===== config.mk =====
export PLATFORM = sky130hd
export DESIGN_NAME = apll_cfg
export DESIGN_NICKNAME = d
export VERILOG_FILES = /design/src/inc/apll_cfg_pkg.sv /design/src/logic/apll_cfg.sv
export SDC_FILE = /design/constraint.sdc
export NUM_CORES = 1
export LEC_CHECK = 0
export BUFFER_PORTS_ARGS = -buffer_cell sky130_fd_sc_hd__buf_2
export CAP_MARGIN = 20
export CORE_UTILIZATION = 43
export DETAILED_ROUTE_END_ITERATION = 7
export PLACE_DENSITY_LB_ADDON = 0.25
export SLEW_MARGIN = 20
export SYNTH_ARGS = -nofsm -noshare
export SYNTH_HDL_FRONTEND = slang
export SYNTH_SLANG_ARGS = --single-unit

===== constraint.sdc =====
create_clock -name i_clk -period 2.5 [get_ports i_clk]
set_clock_uncertainty 0.2 [all_clocks]
set_input_delay 0.125 -clock i_clk [delete_from_list [all_inputs] [get_ports i_clk]]
set_output_delay 0.125 -clock i_clk [all_outputs]
set_load 0.01 [all_outputs]

===== src/inc/apll_cfg_pkg.sv =====
package apll_cfg_pkg;
  // Register byte offsets.
  localparam logic [7:0] OFS_NUM_LO = 8'h00;
  localparam logic [7:0] OFS_NUM_HI = 8'h04;
  localparam logic [7:0] OFS_DEN = 8'h08;
  localparam logic [7:0] OFS_CTRL = 8'h0C;
  localparam logic [7:0] OFS_STAT = 8'h10;
  localparam logic [7:0] OFS_IRQ_STAT = 8'h14;
  localparam logic [7:0] OFS_IRQ_MASK = 8'h18;
  localparam logic [7:0] OFS_LIM = 8'h1C;
  // Widths.
  localparam int NUM_W = 48;
  localparam int DEN_W = 16;
  localparam int DIV_W = 10;
  localparam int LVL_W = 12;
  // Feedback divider range.
  localparam logic [9:0] DIV_MIN = 10'h07A;
  localparam logic [9:0] DIV_MAX = 10'h230;
  // Control field positions.
  localparam int CTRL_DBL_BIT = 0;
  localparam int CTRL_GPIO_BIT = 1;
  localparam int CTRL_DIV_LSB = 8;
  // Status bits.
  localparam int ST_LOL_BIT = 0;
  localparam int ST_BOOT_BIT = 1;
  localparam int ST_SRC_BIT = 2;
  localparam int ST_REJ_BIT = 3;
  // Interrupt bits.
  localparam int IRQ_LOL = 0;
  localparam int IRQ_REJ = 1;
  localparam int IRQ_W = 2;
  // Reset values.
  localparam logic [47:0] NUM_RST = 48'h0000_0000_0000;
  localparam logic [15:0] DEN_RST = 16'h0001;
  localparam logic [9:0] DIV_RST = 10'h07A;
  // Lock window half width in level units, the same for every divider.
  localparam logic [11:0] LIM_BASE = 12'h0040;
  localparam logic [31:0] BUS_ZERO = 32'h0000_0000;
  typedef enum logic [1:0] {
    BT_IDLE,
    BT_LOAD,
    BT_DONE
  } boot_e;
endpackage


===== src/logic/apll_cfg.sv =====
// The implementer's own choices: the register offsets and register access over Avalon-MM.
`timescale 1ns/1ps
module apll_cfg (
  input wire logic i_clk,
  input wire logic i_rst_n,
  input wire logic [7:0] i_address,
  input wire logic i_read,
  input wire logic i_write,
  input wire logic [31:0] i_writedata,
  input wire logic [3:0] i_byteenable,
  output logic [31:0] o_readdata,
  output logic o_waitrequest,
  input wire logic i_otp_en,
  input wire logic i_otp_valid,
  input wire logic [apll_cfg_pkg::NUM_W-1:0] i_otp_num,
  input wire logic [apll_cfg_pkg::DEN_W-1:0] i_otp_den,
  input wire logic [apll_cfg_pkg::DIV_W-1:0] i_otp_div,
  input wire logic i_otp_dbl,
  input wire logic i_eep_en,
  input wire logic i_eep_valid,
  input wire logic [apll_cfg_pkg::NUM_W-1:0] i_eep_num,
  input wire logic [apll_cfg_pkg::DEN_W-1:0] i_eep_den,
  input wire logic [apll_cfg_pkg::DIV_W-1:0] i_eep_div,
  input wire logic i_eep_dbl,
  input wire logic [apll_cfg_pkg::LVL_W-1:0] i_filt_level,
  output logic [apll_cfg_pkg::NUM_W-1:0] o_num,
  output logic [apll_cfg_pkg::DEN_W-1:0] o_den,
  output logic [apll_cfg_pkg::DIV_W-1:0] o_fb_div,
  output logic o_dbl_sel,
  output logic o_lol,
  output logic o_gpio_lol,
  output logic o_boot_done,
  output logic o_irq
);
  import apll_cfg_pkg::*;

  // The filter level comes from the analog side, so it is synchronised first.
  // A multi-bit level can be caught mid-change, so it is only taken once two
  // successive synchronised samples agree; this costs two cycles of alarm latency.
  logic [LVL_W-1:0] lvl_s1_r, lvl_s2_r, lvl_s3_r, lvl_r, lvl_nxt;
  always_ff @(posedge i_clk) begin
    lvl_s1_r <= i_filt_level;
    lvl_s2_r <= lvl_s1_r;
    lvl_s3_r <= lvl_s2_r;
    lvl_r <= lvl_nxt;
  end
  assign lvl_nxt = (lvl_s3_r == lvl_s2_r) ? lvl_s3_r : lvl_r;

  boot_e bt_r, bt_nxt;
  logic [NUM_W-1:0] num_r, num_nxt;
  logic [DEN_W-1:0] den_r, den_nxt;
  logic [DIV_W-1:0] div_r, div_nxt;
  logic dbl_r, dbl_nxt, gpio_r, gpio_nxt, src_r, src_nxt;
  logic lol_r, lol_nxt, wait_r, wait_nxt;
  logic [IRQ_W-1:0] ist_r, ist_nxt, imask_r, imask_nxt;
  logic [31:0] rd_r, rd_nxt;
  logic [LVL_W-1:0] lo_lim, hi_lim, mid;
  logic acc, wr, rd, cap, div_ok, in_win, rej_ev;

  assign acc = (i_read | i_write) & wait_r;
  assign wr = i_write & ~wait_r & (bt_r == BT_DONE);
  assign rd = i_read & ~wait_r;
  assign cap = i_read & wait_r;
  assign div_ok = (i_writedata[CTRL_DIV_LSB +: DIV_W] >= DIV_MIN) &&
                  (i_writedata[CTRL_DIV_LSB +: DIV_W] <= DIV_MAX);
  assign rej_ev = wr && (i_address == OFS_CTRL) && i_byteenable[1] && !div_ok;

  // derived window
  // Centre scales with the divider, width stays LIM_BASE either side; a wider divider swings the filter further.
  always_comb begin
    mid = LVL_W'(div_r) + LVL_W'({dbl_r, 9'h000});
    lo_lim = mid - LIM_BASE;
    hi_lim = mid + LIM_BASE;
  end
  assign in_win = (lvl_r >= lo_lim) && (lvl_r <= hi_lim);

  always_comb begin
    bt_nxt = bt_r;
    num_nxt = num_r;
    den_nxt = den_r;
    div_nxt = div_r;
    dbl_nxt = dbl_r;
    gpio_nxt = gpio_r;
    src_nxt = src_r;
    imask_nxt = imask_r;
    ist_nxt = ist_r;
    rd_nxt = rd_r;
    // Waitrequest drops for one cycle per access, giving one wait state.
    wait_nxt = ~acc;
    lol_nxt = (bt_r == BT_DONE) ? !in_win : 1'b1;
    case (bt_r)
      BT_IDLE: begin
        bt_nxt = BT_LOAD;
      end
      BT_LOAD: begin
        if (i_otp_en && i_otp_valid) begin
          num_nxt = i_otp_num;
          den_nxt = i_otp_den;
          div_nxt = i_otp_div;
          dbl_nxt = i_otp_dbl;
          src_nxt = 1'b0;
        end else if (i_eep_en && i_eep_valid) begin
          num_nxt = i_eep_num;
          den_nxt = i_eep_den;
          div_nxt = i_eep_div;
          dbl_nxt = i_eep_dbl;
          src_nxt = 1'b1;
        end
        bt_nxt = BT_DONE;
      end
      BT_DONE: begin
        bt_nxt = BT_DONE;
      end
      default: begin
        bt_nxt = BT_IDLE;
      end
    endcase
    if (wr) begin
      case (i_address)
        OFS_NUM_LO: begin
          for (int b = 0; b < 4; b++) begin
            if (i_byteenable[b]) num_nxt[b*8 +: 8] = i_writedata[b*8 +: 8];
          end
        end
        OFS_NUM_HI: begin
          for (int b = 0; b < 2; b++) begin
            if (i_byteenable[b]) num_nxt[32+b*8 +: 8] = i_writedata[b*8 +: 8];
          end
        end
        OFS_DEN: begin
          for (int b = 0; b < 2; b++) begin
            if (i_byteenable[b]) den_nxt[b*8 +: 8] = i_writedata[b*8 +: 8];
          end
        end
        OFS_CTRL: begin
          if (i_byteenable[0]) begin
            dbl_nxt = i_writedata[CTRL_DBL_BIT];
            gpio_nxt = i_writedata[CTRL_GPIO_BIT];
          end
          if (i_byteenable[1] && div_ok) div_nxt = i_writedata[CTRL_DIV_LSB +: DIV_W];
        end
        OFS_IRQ_MASK: begin
          if (i_byteenable[0]) imask_nxt = i_writedata[IRQ_W-1:0];
        end
        default: begin
        end
      endcase
    end
    rd_nxt = BUS_ZERO;
    // Read data is captured while waitrequest is still high, so that it stands
    // in the cycle in which the master samples waitrequest low.
    if (cap) begin
      case (i_address)
        OFS_NUM_LO: rd_nxt = num_r[31:0];
        OFS_NUM_HI: rd_nxt = {16'h0000, num_r[47:32]};
        OFS_DEN: rd_nxt = {16'h0000, den_r};
        OFS_CTRL: rd_nxt = {14'h0000, div_r, 6'h00, gpio_r, dbl_r};
        OFS_STAT: rd_nxt = {28'h000_0000, rej_ev, src_r, bt_r == BT_DONE, lol_r};
        OFS_IRQ_STAT: rd_nxt = {30'h0000_0000, ist_r};
        OFS_IRQ_MASK: rd_nxt = {30'h0000_0000, imask_r};
        OFS_LIM: rd_nxt = {4'h0, hi_lim, 4'h0, lo_lim};
        default: rd_nxt = BUS_ZERO;
      endcase
    end
    // clear on read
    // Only the bits handed to the master are cleared; a bit set after capture survives.
    if (rd && (i_address == OFS_IRQ_STAT)) ist_nxt = ist_r & ~rd_r[IRQ_W-1:0];
    // Events set after the read clear, so a coincident event is kept.
    if (lol_nxt && !lol_r && bt_r == BT_DONE) ist_nxt[IRQ_LOL] = 1'b1;
    if (rej_ev) ist_nxt[IRQ_REJ] = 1'b1;
  end

  always_ff @(posedge i_clk) begin
    if (!i_rst_n) begin
      bt_r <= BT_IDLE;
      num_r <= NUM_RST;
      den_r <= DEN_RST;
      div_r <= DIV_RST;
      dbl_r <= 1'b0;
      gpio_r <= 1'b0;
      src_r <= 1'b0;
      lol_r <= 1'b1;
      wait_r <= 1'b1;
      ist_r <= '0;
      imask_r <= '0;
      rd_r <= BUS_ZERO;
    end else begin
      bt_r <= bt_nxt;
      num_r <= num_nxt;
      den_r <= den_nxt;
      div_r <= div_nxt;
      dbl_r <= dbl_nxt;
      gpio_r <= gpio_nxt;
      src_r <= src_nxt;
      lol_r <= lol_nxt;
      wait_r <= wait_nxt;
      ist_r <= ist_nxt;
      imask_r <= imask_nxt;
      rd_r <= rd_nxt;
    end
  end

  assign o_readdata = rd_r;
  assign o_waitrequest = wait_r;
  assign o_num = num_r;
  assign o_den = den_r;
  assign o_fb_div = div_r;
  assign o_dbl_sel = dbl_r;
  assign o_lol = lol_r;
  assign o_gpio_lol = lol_r & gpio_r;
  assign o_boot_done = (bt_r == BT_DONE);
  assign o_irq = |(ist_r & imask_r);
endmodule // apll_cfg


==> key figures, run 1 <==
Final layout
  • Commonest cells after routing, fill and taps aside: 325 x buf_2, 151 x dfxtp_1, 96 x dlygate4sd3_1, 88 x nor2_1, 67 x a22oi_1
  • Fin cells: 1468
  • Leading cell type in the layout, fill and taps excluded: buf_2
  • # diodes: 0
  • Final Cell Area: 0.01141 mm^2
  • Fin nets: 1469
  • Area of the multi-input gates: 0.003975 mm^2
  • Register Area: 0.003426 mm^2
  • Fillers: 1453
  • Area Growth Syn to Fin: 49.26%
  • Fraction of layout cells with a size suffix above 1: 34.75%

Setup path
  • CP endpoint kind: flip-flop
  • R2R cell count: 8
  • CP Data Required Time: 2.68 ns
  • CP Max Fanout: 16
  • Reg-to-reg startpoint: bt_r[0]
  • Crit start category: flip-flop
  • CP startpoint: bt_r[0]
  • Crit path kind: reg -> reg
  • Critical path arrival: 2.59 ns

Global route
  • Remaining Overflow, GRT: 0
  • Global Route Usage Sum: 33.25%
  • Vias in the first global route: 7934
  • Largest net degree at the start of global routing: 50
  • First-pass GRT wire length: 45070 um
  • Initial antenna violation count: 0

CTS
  • CTS tree: done
  • Total clock sinks: 165
  • Root buffer cell: clkbuf_16
  • CTS Buffer Depth: 2
  • H-tree levels: 4
  • Postcts setup bufs: 0
  • Clk_lat worst skew: 0.44 ns
  • Cts bufs inserted: 17
  • Clk slew on worst S/H paths: 0.07 ns

Run
  • Max Cap Violations: 0

Route
  • Vias: 8500
  • DRT Wirelength: 31070 um
  • DRT antenna net count: 0
  • Via-to-Cell Ratio: 5.790
  • 1st-pass router iterations: 8
  • Routed WL per cell: 21.16 um
  • Drt drc: 3
  • Drt first-iter violations: 905

STA
  • Tmin final: 2.408 ns
  • Hold_ws: -0.002143 ns
  • Actual slew at the worst max-slew pin: 0.6906 ns
  • Setup tns final: 0 ns
  • Max_slew headroom: 53.90%
  • Final hold viol count: 1
  • Final Setup Violations: 0
  • RSZ-0062 raised after global routing: false
  • Final worst-path cycle share: 96.33%
  • Final max-slew violation count: 0
  • Max frequency: 415.3 MHz

Floorplanning
  • Die area: 0.01832 mm^2
  • Die X: 135.3 um
  • Num rows: 48
  • Core ar.: 0.01736 mm^2
  • Starting Density: 44.05%
  • I/O pin count: 326
  • Die height: 135.3 um

Power
  • Clk network pwr share: 38.8%
  • Psw: 2.143 mW
  • VDD IR max: 0.4757 mV
  • Flop pwr share: 41.7%
  • Sw Ratio: 30.58%
  • Combinational share of power: 19.5%
  • Power density over the cells: 614.1 mW/mm^2
  • Cell internal pwr: 4.864 mW
  • Leakage power: 5.080 nW

Yosys
  • Post-synth EDFFs: 12
  • Syn Inst Count: 808
  • Asr flop ratio synth: 0%
  • Number of library cell types mapped by synthesis: 60
  • Yosys reg bits: 165
  • Sequential fraction of the synthesis area: 44.78%
  • Mapped Area: 0.007645 mm^2
  • Syn. warnings: 0
  • Syn_nets: 1047
  • Ys flop type: dfxtp_1
  • Post-Syn Area per Cell: 9.461 um^2

Outcome
  • Status: complete, but fails checks
  • Failing checks: DRC, hold timing

Worst hold path
  • Hold path depth: 4
  • HP Class: in -> reg
  • Hold Startpoint: i_otp_den[2]

Placed design
  • Dpl cell area: 0.009772 mm^2
  • Dpl cells: 1340
  • Post-detail-place hpwl: 22600 um
  • RD Place Congestion: 0.9028
  • IO Port Bufs: 325
-- critical path: stages (launching register included) --
cell	delay, ns
dfxtp_1	0.38
inv_1	0.08
ha_1	0.24
and3b_1	0.24
nand3_1	0.11
buf_4	0.21
nor2_1	0.06
a211oi_1	0.23
dlygate4sd3_1	0.60
-- routing by layer --
| layer | vias to the layer above | GRT usage (%) | wire [um] |
|---|---|---|---|
| met2 | 532 | 53.42 | 14330 |
| met5 | - | 0 | 0 |
| li1 | 3926 | - | - |
| met1 | 3966 | 42.84 | 12680 |
| met3 | 76 | 8.118 | 3064 |
| met4 | 0 | 12.98 | 986 |
-- repair_timing --
action,4_1_cts,5_1_grt
pin swaps,0,3
endpoints found under the hold margin,99,0
setup endpoints to repair,1,30
gates resized for setup,1,10
hold buffers,96,0
-- sequential cells by signal, summed over array words and instances, names as in the netlist, 10 cells and up --
signal      count
lvl_s2_r       12
lvl_s1_r       12
o_den          16
lvl_r          12
o_fb_div       10
o_readdata     32
lvl_s3_r       12
o_num          48
-- cells in the mapped netlist, types with 5 or more instances --
cell | n | share of area [%]
mux2i_1 | 5 | 0.65
dfxtp_1 | 153 | 40
a21oi_1 | 31 | 2.0
a211o_1 | 9 | 1.0
a31oi_1 | 6 | 0.49
nand3_1 | 11 | 0.72
xnor2_1 | 16 | 1.8
nand2_1 | 35 | 1.7
edfxtp_1 | 12 | 4.7
a211oi_1 | 52 | 5.1
o22ai_1 | 16 | 1.3
a22o_1 | 61 | 7.0
nor3_1 | 12 | 0.79
a22oi_1 | 67 | 6.6
a221oi_1 | 13 | 1.5
clkbuf_1 | 58 | 2.8
ha_1 | 25 | 4.1
buf_2 | 6 | 0.39
and2_1 | 11 | 0.90
nor2b_1 | 9 | 0.74
nor2_1 | 89 | 4.4
inv_1 | 20 | 0.98
o21ai_0 | 11 | 0.72
a2bb2oi_1 | 7 | 0.80
nand4_1 | 8 | 0.65
-- cell families after synthesis --
logic type / after synthesis / share of synthesized area [%]
compound gates: 301 / 29.67
simple gates: 201 / 12.90
flops: 165 / 44.78
buf+inv: 87 / 4.370
fa+ha+maj: 25 / 4.092
xor+xnor: 18 / 2.062
mux: 11 / 2.128
-- stage by stage --
step,worst slack (ns),utilization [%],power (mW)
floorplan,0.02750,-,3.558
global placement,0.03575,56.30,4.167
detailed placement,-0.003969,56.30,4.176
CTS,0.03926,65.52,6.984
global route,0.0001430,65.74,7.246
finish,0.09184,65.74,7.007
-- cell type report --
class | instances | area share [%]
Clock buffer | 18 | 3.947
Clock inverter | 14 | 1.546
Inverter | 21 | 0.6908
Multi-Input combinational cell | 556 | 34.84
Sequential cell | 165 | 30.02
Tap cell | 225 | 2.467
Timing Repair Buffer | 469 | 26.49
-- power groups by stage --
stage	combinational, mW	sequential [mW]	clock [mW]
global route	1.45	2.93	2.86
floorplan	0.589	2.97	0
detailed placement	1.20	2.97	0
global placement	1.20	2.97	0
CTS	1.33	2.91	2.73
finish	1.36	2.92	2.72
-- path summary, 6_finish.rpt --
kind                                    end  slack [ns]
worst max register to register    o_num[19]        0.09
worst min register to register  lvl_s2_r[0]        0.13
worst max-delay path              o_num[19]        0.09
worst min-delay path               o_den[2]      -0.002
Power figures use the tool's default switching activity.
==> inputs of run 2 (changes only) <==
--- a/config.mk
+++ b/config.mk
@@ -10,6 +10,7 @@
 export CORE_UTILIZATION = 43
 export DETAILED_ROUTE_END_ITERATION = 7
 export PLACE_DENSITY_LB_ADDON = 0.25
+export SETUP_SLACK_MARGIN = 0.4
 export SLEW_MARGIN = 20
 export SYNTH_ARGS = -nofsm -noshare
 export SYNTH_HDL_FRONTEND = slang
==> run 2 against run 1 <==
Effect of this change: the flow finishes with violations (hold timing); first-iteration DRC count decreased by 8.0%; via count increased by 1.1%; utilization increased by 2.6 points; sequential share of layout area decreased by 1.1 points; clock-buffer cell count decreased by 1; cell count increased by 1.2%; non-clock buffer count increased by 17; critical path type unchanged.
==> key figures, run 2 (synthesis results as in run 1) <==
Outcome
  • Status: complete, but fails checks
  • Failing checks: hold timing

Final layout
  • Area Growth Syn to Fin: 55.24%
  • Commonest cells after routing, fill and taps aside: 323 x buf_2, 148 x dfxtp_1, 107 x dlygate4sd3_1, 88 x nor2_1, 67 x a22oi_1
  • Fin nets: 1487 (+1.2%)
  • Max reg flops: 48 (unchanged)
  • Leading cell type in the layout, fill and taps excluded: buf_2
  • # diodes: 0 (unchanged)
  • Fillers: 1411 (-2.9%)
  • Fraction of layout cells with a size suffix above 1: 38.07% (+3.3 points)

Setup path
  • Reg-to-reg startpoint: o_fb_div[9]
  • CP Max Fanout: 5 (-11)
  • Crit path to: ist_r[0]
  • R2R cell count: 10 (+2)
  • End of the worst register-to-register path: ist_r[0]
  • CP startpoint: o_fb_div[9]
  • CP Data Required Time: 2.65 ns (-0.03 ns)
  • Crit start category: flip-flop
  • Crit path kind: reg -> reg
  • Critical path arrival: 2.57 ns (-0.02 ns)
  • Reg2reg setup slack: 0.08 ns (-0.02 ns)
  • CP endpoint kind: flip-flop

CTS
  • H-tree levels: 4 (unchanged)
  • CTS tree: done
  • Clk slew on worst S/H paths: 0.07 ns (about the same)
  • CTS Buffer Depth: 2 (unchanged)
  • Total clock sinks: 165 (unchanged)
  • Cts bufs inserted: 17 (unchanged)
  • Clk_lat worst skew: 0.43 ns (about the same)
  • Root buffer cell: clkbuf_16

STA
  • Final hold viol count: 1 (unchanged)
  • Actual slew at the worst max-slew pin: 0.5740 ns (-0.1165 ns)
  • Final Setup Violations: 0 (unchanged)
  • Tmin final: 2.424 ns (+0.01554 ns)
  • Final worst-path cycle share: 96.95% (+0.62 points)
  • Hold_ws: -0.005914 ns (-0.003772 ns)
  • Final max-slew violation count: 0 (unchanged)
  • Max_slew headroom: 61.64% (+7.7 points)
  • Max frequency: 412.6 MHz (-0.64%)
  • Setup tns final: 0 ns (unchanged)
  • RSZ-0062 raised after global routing: true

Route
  • Routed WL per cell: 21.31 um (+0.70%)
  • DRT antenna net count: 0 (unchanged)
  • Vias: 8596 (+1.1%)
  • Drt drc: 0 (-3)
  • 1st-pass router iterations: 7 (-1)
  • DRT Wirelength: 31670 um (+1.9%)
  • Via-to-Cell Ratio: 5.785 (about the same)
  • Drt first-iter violations: 833 (-8.0%)

Global route
  • Largest net degree at the start of global routing: 59 (+18%)
  • Vias in the first global route: 7806 (-1.6%)
  • First-pass GRT wire length: 44180 um (-2.0%)
  • Global Route Usage Sum: 32.83% (-0.42 points)
  • Initial antenna violation count: 0 (unchanged)
  • Remaining Overflow, GRT: 0 (unchanged)

Floorplanning
  • Die height: 135.3 um (unchanged)
  • Die area: 0.01832 mm^2 (unchanged)
  • Core ar.: 0.01736 mm^2 (unchanged)
  • Die X: 135.3 um (unchanged)
  • I/O pin count: 326 (unchanged)
  • Num rows: 48 (unchanged)
  • Starting Density: 44.05% (unchanged)

Power
  • VDD IR max: 0.6158 mV (+29%)
  • Power density over the cells: 593.5 mW/mm^2 (-3.4%)
  • Leakage power: 5.235 nW (+3.1%)

Worst hold path
  • HP Class: in -> reg
  • Hold Startpoint: i_eep_div[6]

Run
  • Max Cap Violations: 0 (unchanged)

Placed design
  • Post-detail-place hpwl: 22580 um (-0.10%)
  • RD Place Congestion: 0.9065 (+0.41%)
  • IO Port Bufs: 325 (unchanged)
-- run 2: changes by cell type in the layout (fill, tap and decap cells not counted), moves of 3 or more --
cell           change
a211oi_1          -12
nor3_2             +3
dfxtp_4            +3
nor3_1             -3
dfxtp_1            -3
inv_1              -3
inv_8              +3
nand2_1            -3
dlygate4sd3_1     +11
a211oi_2          +12
clkinv_8           -4
-- run 2: critical path, cell delays in order, from the launching register on --
cell and delay (ns):
dfxtp_4 0.40, inv_4 0.05, ha_4 0.32, nand3_4 0.10
xor2_4 0.18, ha_4 0.28, and4_4 0.22, nand2_2 0.06
a2bb2oi_1 0.13, a31o_2 0.22, a311oi_2 0.19
-- run 2: timing repair --
item | CTS | global route
gates resized for setup | 12 | 34
hold buffers | 109 | 0
cloned | 0 | 3
pin swaps | 2 | 12
setup endpoints to repair | 59 | 43
hold endpoints to repair | 105 | 0
setup buffers | 4 | 8
-- run 2: layer usage --
layer / track usage (%) / wire length [um] / vias up
met4: 12.23 / 937 / 0
met3: 8.866 / 3298 / 63
li1: - / - / 3966
met5: 0 / 0 / -
met2: 53.70 / 14890 / 547
met1: 41.20 / 12540 / 4020
-- run 2: power by group --
group	total, mW	internal, mW	switching, mW
Sequential	2.92	2.79	0.135
Combinational	1.43	0.695	0.736
Clock	2.69	1.44	1.25
-- run 2: worst min-delay path by stage --
stage | endpoint | slack [ns] | depth (start not counted)
floorplan | lvl_s1_r[0] | -0.05 | 0
global placement | lvl_s1_r[7] | 0.03 | 1
detailed placement | lvl_s1_r[9] | 0.03 | 1
CTS | o_num[44] | 0.001 | 4
global route | o_den[7] | 0.002 | 4
finish | o_fb_div[6] | -0.006 | 4
-- run 2: area by class of cell --
cell class / count / area (um^2) / area share [%]
multi-input combinational: 557 / 4207 / 35.45
clock inverter: 15 / 176.4 / 1.487
clock buffer: 17 / 425.4 / 3.585
sequential: 165 / 3437 / 28.96
inverter: 21 / 83.83 / 0.7064
tap: 225 / 281.5 / 2.372
timing repair buffer: 486 / 3257 / 27.44
-- run 2: per-stage QoR --
| step | cells | util (%) | setup WS, ns | power [mW] | cell area [um^2] |
|---|---|---|---|---|---|
| 6_report | 1486 | 68.38 | 0.07630 | 7.043 | 11870 |
| 5_1_grt | 1486 | 68.38 | 0.008228 | 7.263 | 11870 |
| 4_1_cts | 1475 | 66.85 | 0.08902 | 6.987 | 11600 |
| 3_5_place_dp | 1330 | 56.72 | 0.03114 | 4.178 | 9844 |
| 3_3_place_gp | 1330 | 56.72 | 0.1067 | 4.171 | 9844 |
| 2_1_floorplan | 808 | - | 0.2334 | 3.581 | 7804 |
